[src/rtl/cit_cfg.svh]
// Offsets, field positions and reset values of the capture interval timer
`ifndef CIT_CFG_SVH
`define CIT_CFG_SVH
`define CIT_ADDR_W 2
`define CIT_OFS_MODE 2'h0
`define CIT_OFS_FALL 2'h1
`define CIT_OFS_RISE 2'h2
`define CIT_OFS_CTRL 2'h3
`define CIT_BIT_OVERFLOW_HIGH_FLAG 7
`define CIT_BIT_OVERFLOW_LOW_FLAG 6
`define CIT_BIT_OVERFLOW_IRQ_ENABLE 5
`define CIT_BIT_EDGE 4
`define CIT_BIT_CCLR_HI 3
`define CIT_BIT_CCLR_LO 2
`define CIT_BIT_CKS_HI 1
`define CIT_BIT_CKS_LO 0
`define CIT_BIT_PIN_SEL 0
`define CIT_BIT_FILT_EN 1
`define CIT_BIT_IRQ_EN 2
`define CIT_BIT_IRQ_REQ 3
`define CIT_MODE_RST 8'h00
`define CIT_CTRL_RST 4'h0
`define CIT_CNT_RST 8'h00
`define CIT_CNT_MAX 8'hFF
`define CIT_PRESC_RST 6'h00
`define CIT_DIV64_END 6'h3F
`define CIT_DIV32_END 5'h1F
`define CIT_FILT_LEN 5
`define CIT_FILT_RST 5'h1F
`define CIT_FILT_ZERO 5'h00
`endif

[src/rtl/cit_pkg.sv]
// Types shared by the capture interval timer
package cit_pkg;
  typedef enum logic [1:0] {
    CIT_CKS_DIV64 = 2'h0,
    CIT_CKS_DIV32 = 2'h1,
    CIT_CKS_DIV2 = 2'h2,
    CIT_CKS_WATCH2 = 2'h3
  } cit_cks_type;
  typedef enum logic [1:0] {
    CIT_CLR_NONE = 2'h0,
    CIT_CLR_FALL = 2'h1,
    CIT_CLR_RISE = 2'h2,
    CIT_CLR_BOTH = 2'h3
  } cit_clr_type;
endpackage

[src/rtl/cit_timer.sv]
// 8-bit input capture / interval timer with noise canceller
// Notes on behaviour
// RULE1: Counter is 8-bit, up by one per selected counting clock pulse.
// RULE2: Clock select 00 sys/64, 01 sys/32, 10 sys/2, 11 watch/2.
// RULE3: Pin select 1 gives input capture, 0 gives interval timer.
// RULE4: Software cannot reach the counter; only capture registers show it.
// RULE5: Reset zeroes mode, counter, captures; counting sys/64 starts at once.
// RULE6: Falling capture edge copies counter into falling capture register.
// RULE7: Rising capture edge copies counter into rising capture register.
// RULE8: Edge matching edge select sets request; interrupt also needs enable.
// RULE9: Clear select 00 never, 01 falling, 10 rising, 11 both edges.
// RULE10: Wrap with capture signal high sets high overflow flag.
// RULE11: Wrap with capture signal low or interval mode sets low flag.
// RULE12: Overflow flags clear only by writing 0 after reading 1.
// RULE13: Overflow set with overflow enable sets the interrupt request.
// RULE14: Canceller is five sample stages plus match detector, filter enabled.
// RULE15: Sampling uses system clock when off, counting clock when on.
// RULE16: Filter output follows only when all five stages agree.
// RULE17: After reset filter output valid only after five low samples.
// RULE18: Software must expect spurious edges when switching select bits.
// RULE19: Filtered edges lag the pin by five sampling periods.
// RULE20: Pin is synchronised; all decisions use one capture signal.
`timescale 1ns/10ps
`include "cit_cfg.svh"
module cit_timer (
  input wire logic clk, // System clock
  input wire logic sys_rst, // Asynchronous reset, active high
  input wire logic capture_pin, // External capture pulse pin
  input wire logic watch_clk, // Watch clock, sampled as a level
  input wire logic [`CIT_ADDR_W-1:0] reg_addr, // Register address
  input wire logic [7:0] reg_wdata, // Write data
  input wire logic reg_wr, // Write strobe
  input wire logic reg_rd, // Read strobe
  output logic [7:0] reg_rdata, // Read data, cycle after the strobe
  output logic irq_out // Timer interrupt to the processor
);
  // Register state
  logic ovf_high_r;
  logic ovf_low_r;
  logic ovf_high_armed_r;
  logic ovf_low_armed_r;
  logic overflow_irq_enable_r;
  logic capture_irq_edge_sel_r;
  cit_pkg::cit_clr_type clr_sel_r;
  cit_pkg::cit_cks_type clk_sel_r;
  logic capture_pin_select_r;
  logic filter_enable_r;
  logic timer_irq_enable_r;
  logic timer_irq_request_r;
  logic [7:0] falling_capture_value_r;
  logic [7:0] rising_capture_value_r;
  logic [7:0] capture_counter_r;
  logic [7:0] rdata_r;
  logic irq_r;
  // Synchronisers
  logic pin_s1_r;
  logic pin_s2_r;
  logic wclk_s1_r;
  logic wclk_s2_r;
  logic wclk_d_r;
  logic whalf_r;
  // Prescaler and filter
  logic [5:0] presc_r;
  logic [`CIT_FILT_LEN-1:0] filt_sh_r;
  logic [`CIT_FILT_LEN-1:0] filt_sh_nxt;
  logic filt_out_r;
  logic filt_init_r;
  logic cap_d_r;
  // Combinational
  logic cnt_tick;
  logic samp_en;
  logic cap_sig;
  logic cap_rise;
  logic cap_fall;
  logic cnt_clear;
  logic cnt_wrap;
  logic set_overflow_high_flag;
  logic set_overflow_low_flag;
  logic set_req;
  logic wr_mode;
  logic wr_ctrl;
  logic rd_mode;

  assign wr_mode = reg_wr && (reg_addr == `CIT_OFS_MODE);
  assign wr_ctrl = reg_wr && (reg_addr == `CIT_OFS_CTRL);
  assign rd_mode = reg_rd && (reg_addr == `CIT_OFS_MODE);

  // Two-stage synchronisers for pin and watch clock
  always_ff @(posedge clk or posedge sys_rst) begin
    if (sys_rst) begin
      pin_s1_r <= 1'b0;
      pin_s2_r <= 1'b0;
      wclk_s1_r <= 1'b0;
      wclk_s2_r <= 1'b0;
      wclk_d_r <= 1'b0;
    end else begin
      pin_s1_r <= capture_pin; // RULE20
      pin_s2_r <= pin_s1_r; // RULE20
      wclk_s1_r <= watch_clk;
      wclk_s2_r <= wclk_s1_r;
      wclk_d_r <= wclk_s2_r;
    end
  end

  // Free-running system clock prescaler and watch clock halver
  always_ff @(posedge clk or posedge sys_rst) begin
    if (sys_rst) begin
      presc_r <= `CIT_PRESC_RST;
      whalf_r <= 1'b0;
    end else begin
      presc_r <= presc_r + 6'h01;
      if (wclk_s2_r && !wclk_d_r) begin
        whalf_r <= !whalf_r;
      end
    end
  end

  // One-cycle counting pulse for the selected clock
  always_comb begin
    case (clk_sel_r) // RULE2
      cit_pkg::CIT_CKS_DIV64: cnt_tick = (presc_r == `CIT_DIV64_END);
      cit_pkg::CIT_CKS_DIV32: cnt_tick = (presc_r[4:0] == `CIT_DIV32_END);
      cit_pkg::CIT_CKS_DIV2: cnt_tick = presc_r[0];
      cit_pkg::CIT_CKS_WATCH2: cnt_tick = whalf_r && wclk_s2_r && !wclk_d_r;
      default: cnt_tick = 1'b0;
    endcase
  end

  // Sampling clock: every cycle when bypassed, counting clock when filtering
  assign samp_en = filter_enable_r ? cnt_tick : 1'b1; // RULE15

  // Match is judged on the stages including the sample just taken,
  // so the output moves at the fifth agreeing sample, not the sixth
  assign filt_sh_nxt = {filt_sh_r[`CIT_FILT_LEN-2:0], pin_s2_r}; // RULE14

  // Five-stage sampler with match detector
  always_ff @(posedge clk or posedge sys_rst) begin
    if (sys_rst) begin
      filt_sh_r <= `CIT_FILT_RST;
      filt_out_r <= 1'b0;
      filt_init_r <= 1'b0;
    end else if (samp_en) begin
      filt_sh_r <= filt_sh_nxt; // RULE14
      if (filt_sh_nxt == `CIT_FILT_ZERO) begin
        filt_out_r <= 1'b0; // RULE16
        filt_init_r <= 1'b1; // RULE17
      end else if (&filt_sh_nxt && filt_init_r) begin
        filt_out_r <= 1'b1; // RULE16 RULE19
      end
    end
  end

  // Internal capture signal is low whenever the pin is not used for capture
  always_comb begin
    if (!capture_pin_select_r) begin
      cap_sig = 1'b0; // RULE3
    end else if (filter_enable_r) begin
      cap_sig = filt_out_r; // RULE14
    end else begin
      cap_sig = pin_s2_r; // RULE20
    end
  end

  always_ff @(posedge clk or posedge sys_rst) begin
    if (sys_rst) begin
      cap_d_r <= 1'b0;
    end else begin
      cap_d_r <= cap_sig;
    end
  end

  assign cap_rise = cap_sig && !cap_d_r;
  assign cap_fall = !cap_sig && cap_d_r;

  always_comb begin
    case (clr_sel_r) // RULE9
      cit_pkg::CIT_CLR_NONE: cnt_clear = 1'b0;
      cit_pkg::CIT_CLR_FALL: cnt_clear = cap_fall;
      cit_pkg::CIT_CLR_RISE: cnt_clear = cap_rise;
      cit_pkg::CIT_CLR_BOTH: cnt_clear = cap_rise || cap_fall;
      default: cnt_clear = 1'b0;
    endcase
  end

  assign cnt_wrap = cnt_tick && !cnt_clear && (capture_counter_r == `CIT_CNT_MAX);
  assign set_overflow_high_flag = cnt_wrap && cap_sig; // RULE10
  assign set_overflow_low_flag = cnt_wrap && !cap_sig; // RULE11

  // Counter, not visible on the register port
  always_ff @(posedge clk or posedge sys_rst) begin
    if (sys_rst) begin
      capture_counter_r <= `CIT_CNT_RST; // RULE5
    end else if (cnt_clear) begin
      capture_counter_r <= `CIT_CNT_RST; // RULE9
    end else if (cnt_tick) begin
      capture_counter_r <= capture_counter_r + 8'h01; // RULE1
    end
  end

  // Capture registers take the value before any clear in the same cycle
  always_ff @(posedge clk or posedge sys_rst) begin
    if (sys_rst) begin
      falling_capture_value_r <= `CIT_CNT_RST; // RULE5
      rising_capture_value_r <= `CIT_CNT_RST; // RULE5
    end else begin
      if (cap_fall) begin
        falling_capture_value_r <= capture_counter_r; // RULE6
      end
      if (cap_rise) begin
        rising_capture_value_r <= capture_counter_r; // RULE7
      end
    end
  end

  // Mode register control fields
  always_ff @(posedge clk or posedge sys_rst) begin
    if (sys_rst) begin
      overflow_irq_enable_r <= 1'b0;
      capture_irq_edge_sel_r <= 1'b0;
      clr_sel_r <= cit_pkg::CIT_CLR_NONE;
      clk_sel_r <= cit_pkg::CIT_CKS_DIV64; // RULE5
    end else if (wr_mode) begin
      overflow_irq_enable_r <= reg_wdata[`CIT_BIT_OVERFLOW_IRQ_ENABLE];
      capture_irq_edge_sel_r <= reg_wdata[`CIT_BIT_EDGE];
      clr_sel_r <= cit_pkg::cit_clr_type'(reg_wdata[`CIT_BIT_CCLR_HI:`CIT_BIT_CCLR_LO]);
      clk_sel_r <= cit_pkg::cit_cks_type'(reg_wdata[`CIT_BIT_CKS_HI:`CIT_BIT_CKS_LO]);
    end
  end

  // Overflow flags: set wins, clear by 0 only after a read showed 1
  always_ff @(posedge clk or posedge sys_rst) begin
    if (sys_rst) begin
      ovf_high_r <= 1'b0;
      ovf_low_r <= 1'b0;
      ovf_high_armed_r <= 1'b0;
      ovf_low_armed_r <= 1'b0;
    end else begin
      if (set_overflow_high_flag) begin
        ovf_high_r <= 1'b1; // RULE10
      end else if (wr_mode && !reg_wdata[`CIT_BIT_OVERFLOW_HIGH_FLAG] && ovf_high_armed_r) begin
        ovf_high_r <= 1'b0; // RULE12
      end
      if (set_overflow_low_flag) begin
        ovf_low_r <= 1'b1; // RULE11
      end else if (wr_mode && !reg_wdata[`CIT_BIT_OVERFLOW_LOW_FLAG] && ovf_low_armed_r) begin
        ovf_low_r <= 1'b0; // RULE12
      end
      if (rd_mode && ovf_high_r) begin
        ovf_high_armed_r <= 1'b1; // RULE12
      end else if (wr_mode || !ovf_high_r) begin
        ovf_high_armed_r <= 1'b0;
      end
      if (rd_mode && ovf_low_r) begin
        ovf_low_armed_r <= 1'b1; // RULE12
      end else if (wr_mode || !ovf_low_r) begin
        ovf_low_armed_r <= 1'b0;
      end
    end
  end

  // Interrupt request sources
  always_comb begin
    set_req = 1'b0;
    if (capture_irq_edge_sel_r ? cap_fall : cap_rise) begin
      set_req = 1'b1; // RULE8
    end
    if (overflow_irq_enable_r && (set_overflow_high_flag || set_overflow_low_flag)) begin
      set_req = 1'b1; // RULE13
    end
  end

  // Port select, filter select, interrupt enable and request flag
  always_ff @(posedge clk or posedge sys_rst) begin
    if (sys_rst) begin
      capture_pin_select_r <= 1'b0;
      filter_enable_r <= 1'b0;
      timer_irq_enable_r <= 1'b0;
      timer_irq_request_r <= 1'b0;
    end else begin
      if (wr_ctrl) begin
        capture_pin_select_r <= reg_wdata[`CIT_BIT_PIN_SEL]; // RULE3 RULE18
        filter_enable_r <= reg_wdata[`CIT_BIT_FILT_EN]; // RULE14 RULE18
        timer_irq_enable_r <= reg_wdata[`CIT_BIT_IRQ_EN];
      end
      if (set_req) begin
        timer_irq_request_r <= 1'b1; // RULE8 RULE13
      end else if (wr_ctrl && !reg_wdata[`CIT_BIT_IRQ_REQ]) begin
        timer_irq_request_r <= 1'b0;
      end
    end
  end

  // Processor interrupt needs both request and enable
  always_ff @(posedge clk or posedge sys_rst) begin
    if (sys_rst) begin
      irq_r <= 1'b0;
    end else begin
      irq_r <= timer_irq_request_r && timer_irq_enable_r; // RULE8 RULE13
    end
  end

  // Read data, one cycle after the strobe, zero otherwise
  always_ff @(posedge clk or posedge sys_rst) begin
    if (sys_rst) begin
      rdata_r <= 8'h00;
    end else if (reg_rd) begin
      case (reg_addr) // RULE4
        `CIT_OFS_MODE: rdata_r <= {ovf_high_r, ovf_low_r, overflow_irq_enable_r,
          capture_irq_edge_sel_r, clr_sel_r, clk_sel_r};
        `CIT_OFS_FALL: rdata_r <= falling_capture_value_r;
        `CIT_OFS_RISE: rdata_r <= rising_capture_value_r;
        `CIT_OFS_CTRL: rdata_r <= {4'h0, timer_irq_request_r, timer_irq_enable_r,
          filter_enable_r, capture_pin_select_r};
        default: rdata_r <= 8'h00;
      endcase
    end else begin
      rdata_r <= 8'h00;
    end
  end

  assign reg_rdata = rdata_r;
  assign irq_out = irq_r;
endmodule

[config.mk]
export PLATFORM = sky130hd
export DESIGN_NAME = cit_timer
export DESIGN_NICKNAME = d
export VERILOG_FILES = /design/src/rtl/cit_pkg.sv /design/src/rtl/cit_timer.sv
export VERILOG_INCLUDE_DIRS = /design/src /design/src/rtl
export SDC_FILE = /design/constraint.sdc
export NUM_CORES = 1
export LEC_CHECK = 0
export ABC_CLOCK_PERIOD_IN_PS = 2600
export BUFFER_PORTS_ARGS = -buffer_cell sky130_fd_sc_hd__clkbuf_2
export CAP_MARGIN = 5
export CORE_MARGIN = 2
export CORE_UTILIZATION = 30
export CTS_CLUSTER_DIAMETER = 60
export DETAILED_ROUTE_END_ITERATION = 8
export GPL_ROUTABILITY_DRIVEN = 0
export HOLD_SLACK_MARGIN = 0.1
export SLEW_MARGIN = 10
export SYNTH_ARGS = -nofsm -noshare
export SYNTH_HDL_FRONTEND = slang
export SYNTH_SLANG_ARGS = --single-unit
[constraint.sdc]
create_clock -name clk -period 2.6 [get_ports clk]
set_input_delay 0.39 -clock clk [delete_from_list [all_inputs] [get_ports clk]]
set_output_delay 0.39 -clock clk [all_outputs]
set_load 0.005 [all_outputs]
==> metrics list <==
* Fraction of final layout cells sized beyond drive strength 1: 0.314
- Most instantiated cells after synthesis: sky130_fd_sc_hd__dfrtp_1 (62), sky130_fd_sc_hd__mux2_2 (30), sky130_fd_sc_hd__nand2_1 (15)
- The share of the synthesized area in compound gates (AO/OA/AOI/OAI) came to 0.0725.
- Overall global routing resource usage: 0.117
- Mean instance size in the synthesized netlist: 12.8 µm²
- Multiplexer share of the synthesized area: 0.174
- Setup Viol. Count Final: 0
* Ratio of final minimum period to clock period: 0.881
* Type of the most critical hold path: input port to async pin
- In this run, synthesis produced a sequential element count of 66.
- Number of diodes: 0
- The cell that appears most often on the critical path is sky130_fd_sc_hd__ha_1.
- Entering global routing, the biggest net connects 36 pins.
- Across the run, the number of max-cap violations was 0.
- The number of hold violations in the final report came to 0.
- Synthesis produced a netlist with a net count of 247.
- The via count of the first global-routing pass is 1842.
- Fmax: 437 MHz
* Post-detailed-route wirelength per cell: 13.8 µm
- Static leakage: 1.51 nW
- Number of top-level pins: 25
* WL final: 5.41 mm
* Power density cells: 795 nW/µm²
- Of the total synthesized cell area, the portion taken by full adders, half adders and majority gates is 0.0217.
- In this run the remaining antenna-violating nets after routing total 0.
- After routing the design area is about 3300 µm².
- Initial core utilization: 0.310
- Setup repair after global routing left no endpoint under its margin.
- The die is 102 µm wide.
- Yosys top cell area share: 0.538
* Die height: between 100 and 150 µm
- Across the VDD grid, the largest voltage drop is roughly 270 µV.
- The tightest hold path in the finished design has a slack of 123 ps.
- Register clock-pin slew on the reported worst setup and hold paths: ~60 ps
- After filler insertion, the fill cell instance count of the layout stands at 931.
* Synthesis warning total: 0
* Critical path's slowest cell: sky130_fd_sc_hd__dfrtp_1
* CTS tree: done
- DRC violation total after the first TritonRoute iteration: 92
- Before antenna repair, the detailed router went through 4 iterations.
* Number of buffers inserted for hold repair after clock tree synthesis: 0
- The clock reaches the later pin of the worst-skew pair after approximately 350 ps.
- The number of antenna violations at the first check in global routing is 0.
- Number of instances in the placed design: between 300 and 400
- The first global-routing pass estimated 9.27 mm of wire.
- Measured on the finished design, the core utilization comes to 0.359.
- At the worst endpoint, the arrival time is 2560 ps.
- The worst path in the final design needs a cycle of 2290 ps, including I/O delays and setup.
- On the worst path, the slowest cell contributes a delay of 430 ps.
- Critical Path RT: 2870 ps
- DP Wirelength: 3.84 mm
* Largest family of logic cells by synthesized area: multiplexers
- Area leader, netlist: sky130_fd_sc_hd__dfrtp_1
- Number of instances in the synthesized netlist: 226
- CTS root buf: sky130_fd_sc_hd__clkbuf_8
- The worst setup path is of the flop to flop kind.
- Of all flip-flops after synthesis, the portion carrying an async set or reset was 1.00.
- DIE AREA: 10400 µm²
- Of the total synthesized cell area, the portion taken by XOR and XNOR cells is 0.0122.
* Endpoint kind of the worst setup timing path: flop
- In this run the cell area measured after placement is between 3000 and 4000 µm².
* Largest buffer count on any clock path: 2
- Buffer and inverter count on the worst path: 0
- Library cell with the highest instance count after synthesis: sky130_fd_sc_hd__dfrtp_1
- The mapped netlist covers 2880 µm².
- In the post-synthesis netlist, the biggest area contributors are sky130_fd_sc_hd__dfrtp_1 (54%), sky130_fd_sc_hd__mux2_2 (12%), sky130_fd_sc_hd__dfstp_2 (3.6%).
- In this run the worst path has a maximum fanout of 12.
- CTS buffer count: 9
- Grt total ovfl: 0
* Area added between synthesis and finish: 15.8%
- Ys flop type: sky130_fd_sc_hd__dfrtp_1
- The worst pin sits at a relative slew slack of 0.510.
- The max-slew violation count came to 0.
* NumNets Final: 280
- The routed layout has 1797 vias.
* Clock skew: 6.37 ps
- After routing, the total negative slack on setup checks comes to 0 ps.
- At the pin with the least slew margin, the transition time is 729 ps.
* Vias per inst: 4.57
- Total of buffers placed on input and output ports: 24
- The netlist uses 43 different library cells.
- In this run the core area contains 35 standard-cell rows.
- The clock drives 66 sinks.
- After detailed routing, the number of remaining DRC violations is 0.
- Deepest level of the CTS H-tree: 3
* Run status: finished clean
* Area share of and/or/nand/nor cells after synthesis: 0.124
- Largest delay share family, worst path: compound AO/OA/AOI/OAI gates
* Post-CTS Repair Setup Buffers: 0
- The critical path goes through ha_1 -> and3_1 -> ha_1 -> a21oi_1 -> o31a_1 -> o21ai_1 -> mux2_2.
- The worst setup path is launched from a flop.
- Post-synth EDFFs: 0
- Resized Gates After CTS: 0
- Placeable core region: ~9300 µm²
* Number of standard cells in the layout, taps in and fillers out: just under 400
- For this run, the register share of the synthesized area comes to 0.575.
==> per-layer routing <==
metal  share of wire  GRT usage  vias up
met5               0          0        -
met4           0.016     0.0400        0
met3           0.042     0.0410       12
met2            0.46      0.178       28
met1            0.48      0.155      878
li1                -          -      879
==> metrics by stage <==
stage / total power, mW / setup slack [ps]
6_report: 2.65 / 309
5_1_grt: 2.83 / 126
4_1_cts: 2.68 / 295
3_5_place_dp: 1.94 / 323
3_3_place_gp: 1.92 / 396
2_1_floorplan: 1.76 / 383
==> cells in the final DEF (no fill, tap or decap), types with 3 or more instances in the layout <==
cell type,netlist,final
sky130_fd_sc_hd__mux4_2,3,3
sky130_fd_sc_hd__nand2_1,15,15
sky130_fd_sc_hd__mux2i_1,7,7
sky130_fd_sc_hd__or4_1,3,3
sky130_fd_sc_hd__nor2_1,4,4
sky130_fd_sc_hd__o31ai_1,4,4
sky130_fd_sc_hd__clkbuf_8,0,10
sky130_fd_sc_hd__nand3_1,6,6
sky130_fd_sc_hd__buf_4,0,3
sky130_fd_sc_hd__inv_1,7,6
sky130_fd_sc_hd__mux2_2,30,30
sky130_fd_sc_hd__nand2b_1,5,5
sky130_fd_sc_hd__dfrtp_1,62,62
sky130_fd_sc_hd__clkinv_2,0,3
sky130_fd_sc_hd__clkbuf_2,0,24
sky130_fd_sc_hd__a21oi_1,11,11
sky130_fd_sc_hd__ha_1,5,5
sky130_fd_sc_hd__and2_1,9,9
sky130_fd_sc_hd__dfstp_2,4,4
sky130_fd_sc_hd__clkbuf_1,2,3
sky130_fd_sc_hd__a31oi_1,3,3
sky130_fd_sc_hd__o21ai_0,10,10
sky130_fd_sc_hd__nor2b_1,4,4
==> final cells by class <==
class                           instances  area (µm²)  share of cell area
Sequential cell                        66        1660               0.497
Multi-Input combinational cell        147        1160               0.349
Timing Repair Buffer                   28         163              0.0488
Tap cell                              129         161              0.0484
Clock buffer                           13         149              0.0446
Inverter                                7        26.3             0.00788
Clock inverter                          3        15.0             0.00450
==> state kept, by name, summed over array words and instances, names as in the netlist, 2 cells and up <==
name                     cells
falling_capture_value_r      8
capture_counter_r            8
presc_r                      6
reg_rdata                    8
clr_sel_r                    2
rising_capture_value_r       8
filt_sh_r                    4
clk_sel_r                    2
==> cell families (layout without fill, tap and decap cells) <==
kind of cell / count (synthesis) / count (layout)
flops: 66 / 66
simple gates: 62 / 62
mux: 41 / 41
compound gates: 35 / 35
buf+inv: 13 / 51
fa+ha+maj: 5 / 5
xor+xnor: 4 / 4
==> power breakdown <==
part / total (mW) / internal (mW) / leakage [nW] / switching (mW)
clock: 0.736 / 0.368 / 0.0872 / 0.368
combinational: 0.537 / 0.286 / 0.592 / 0.251
sequential: 1.38 / 1.23 / 0.831 / 0.146
total: 2.65 / 1.89 / 1.51 / 0.765
==> path summary, 6_finish.rpt <==
kind / start / to / slack (ps) / cells after the start
worst max-delay path: presc_r[0] / filt_sh_r[3] / 310 / 7
worst min-delay path: sys_rst / wclk_s1_r / 120 / 2
worst max register to register: presc_r[0] / filt_sh_r[3] / 310 / 7
worst min register to register: pin_s1_r / pin_s2_r / 350 / 0
max in group asynchronous: sys_rst / capture_counter_r[3] / 1860 / 3
min in group clk: capture_pin / pin_s1_r / 150 / 1
Power figures use the tool's default switching activity.
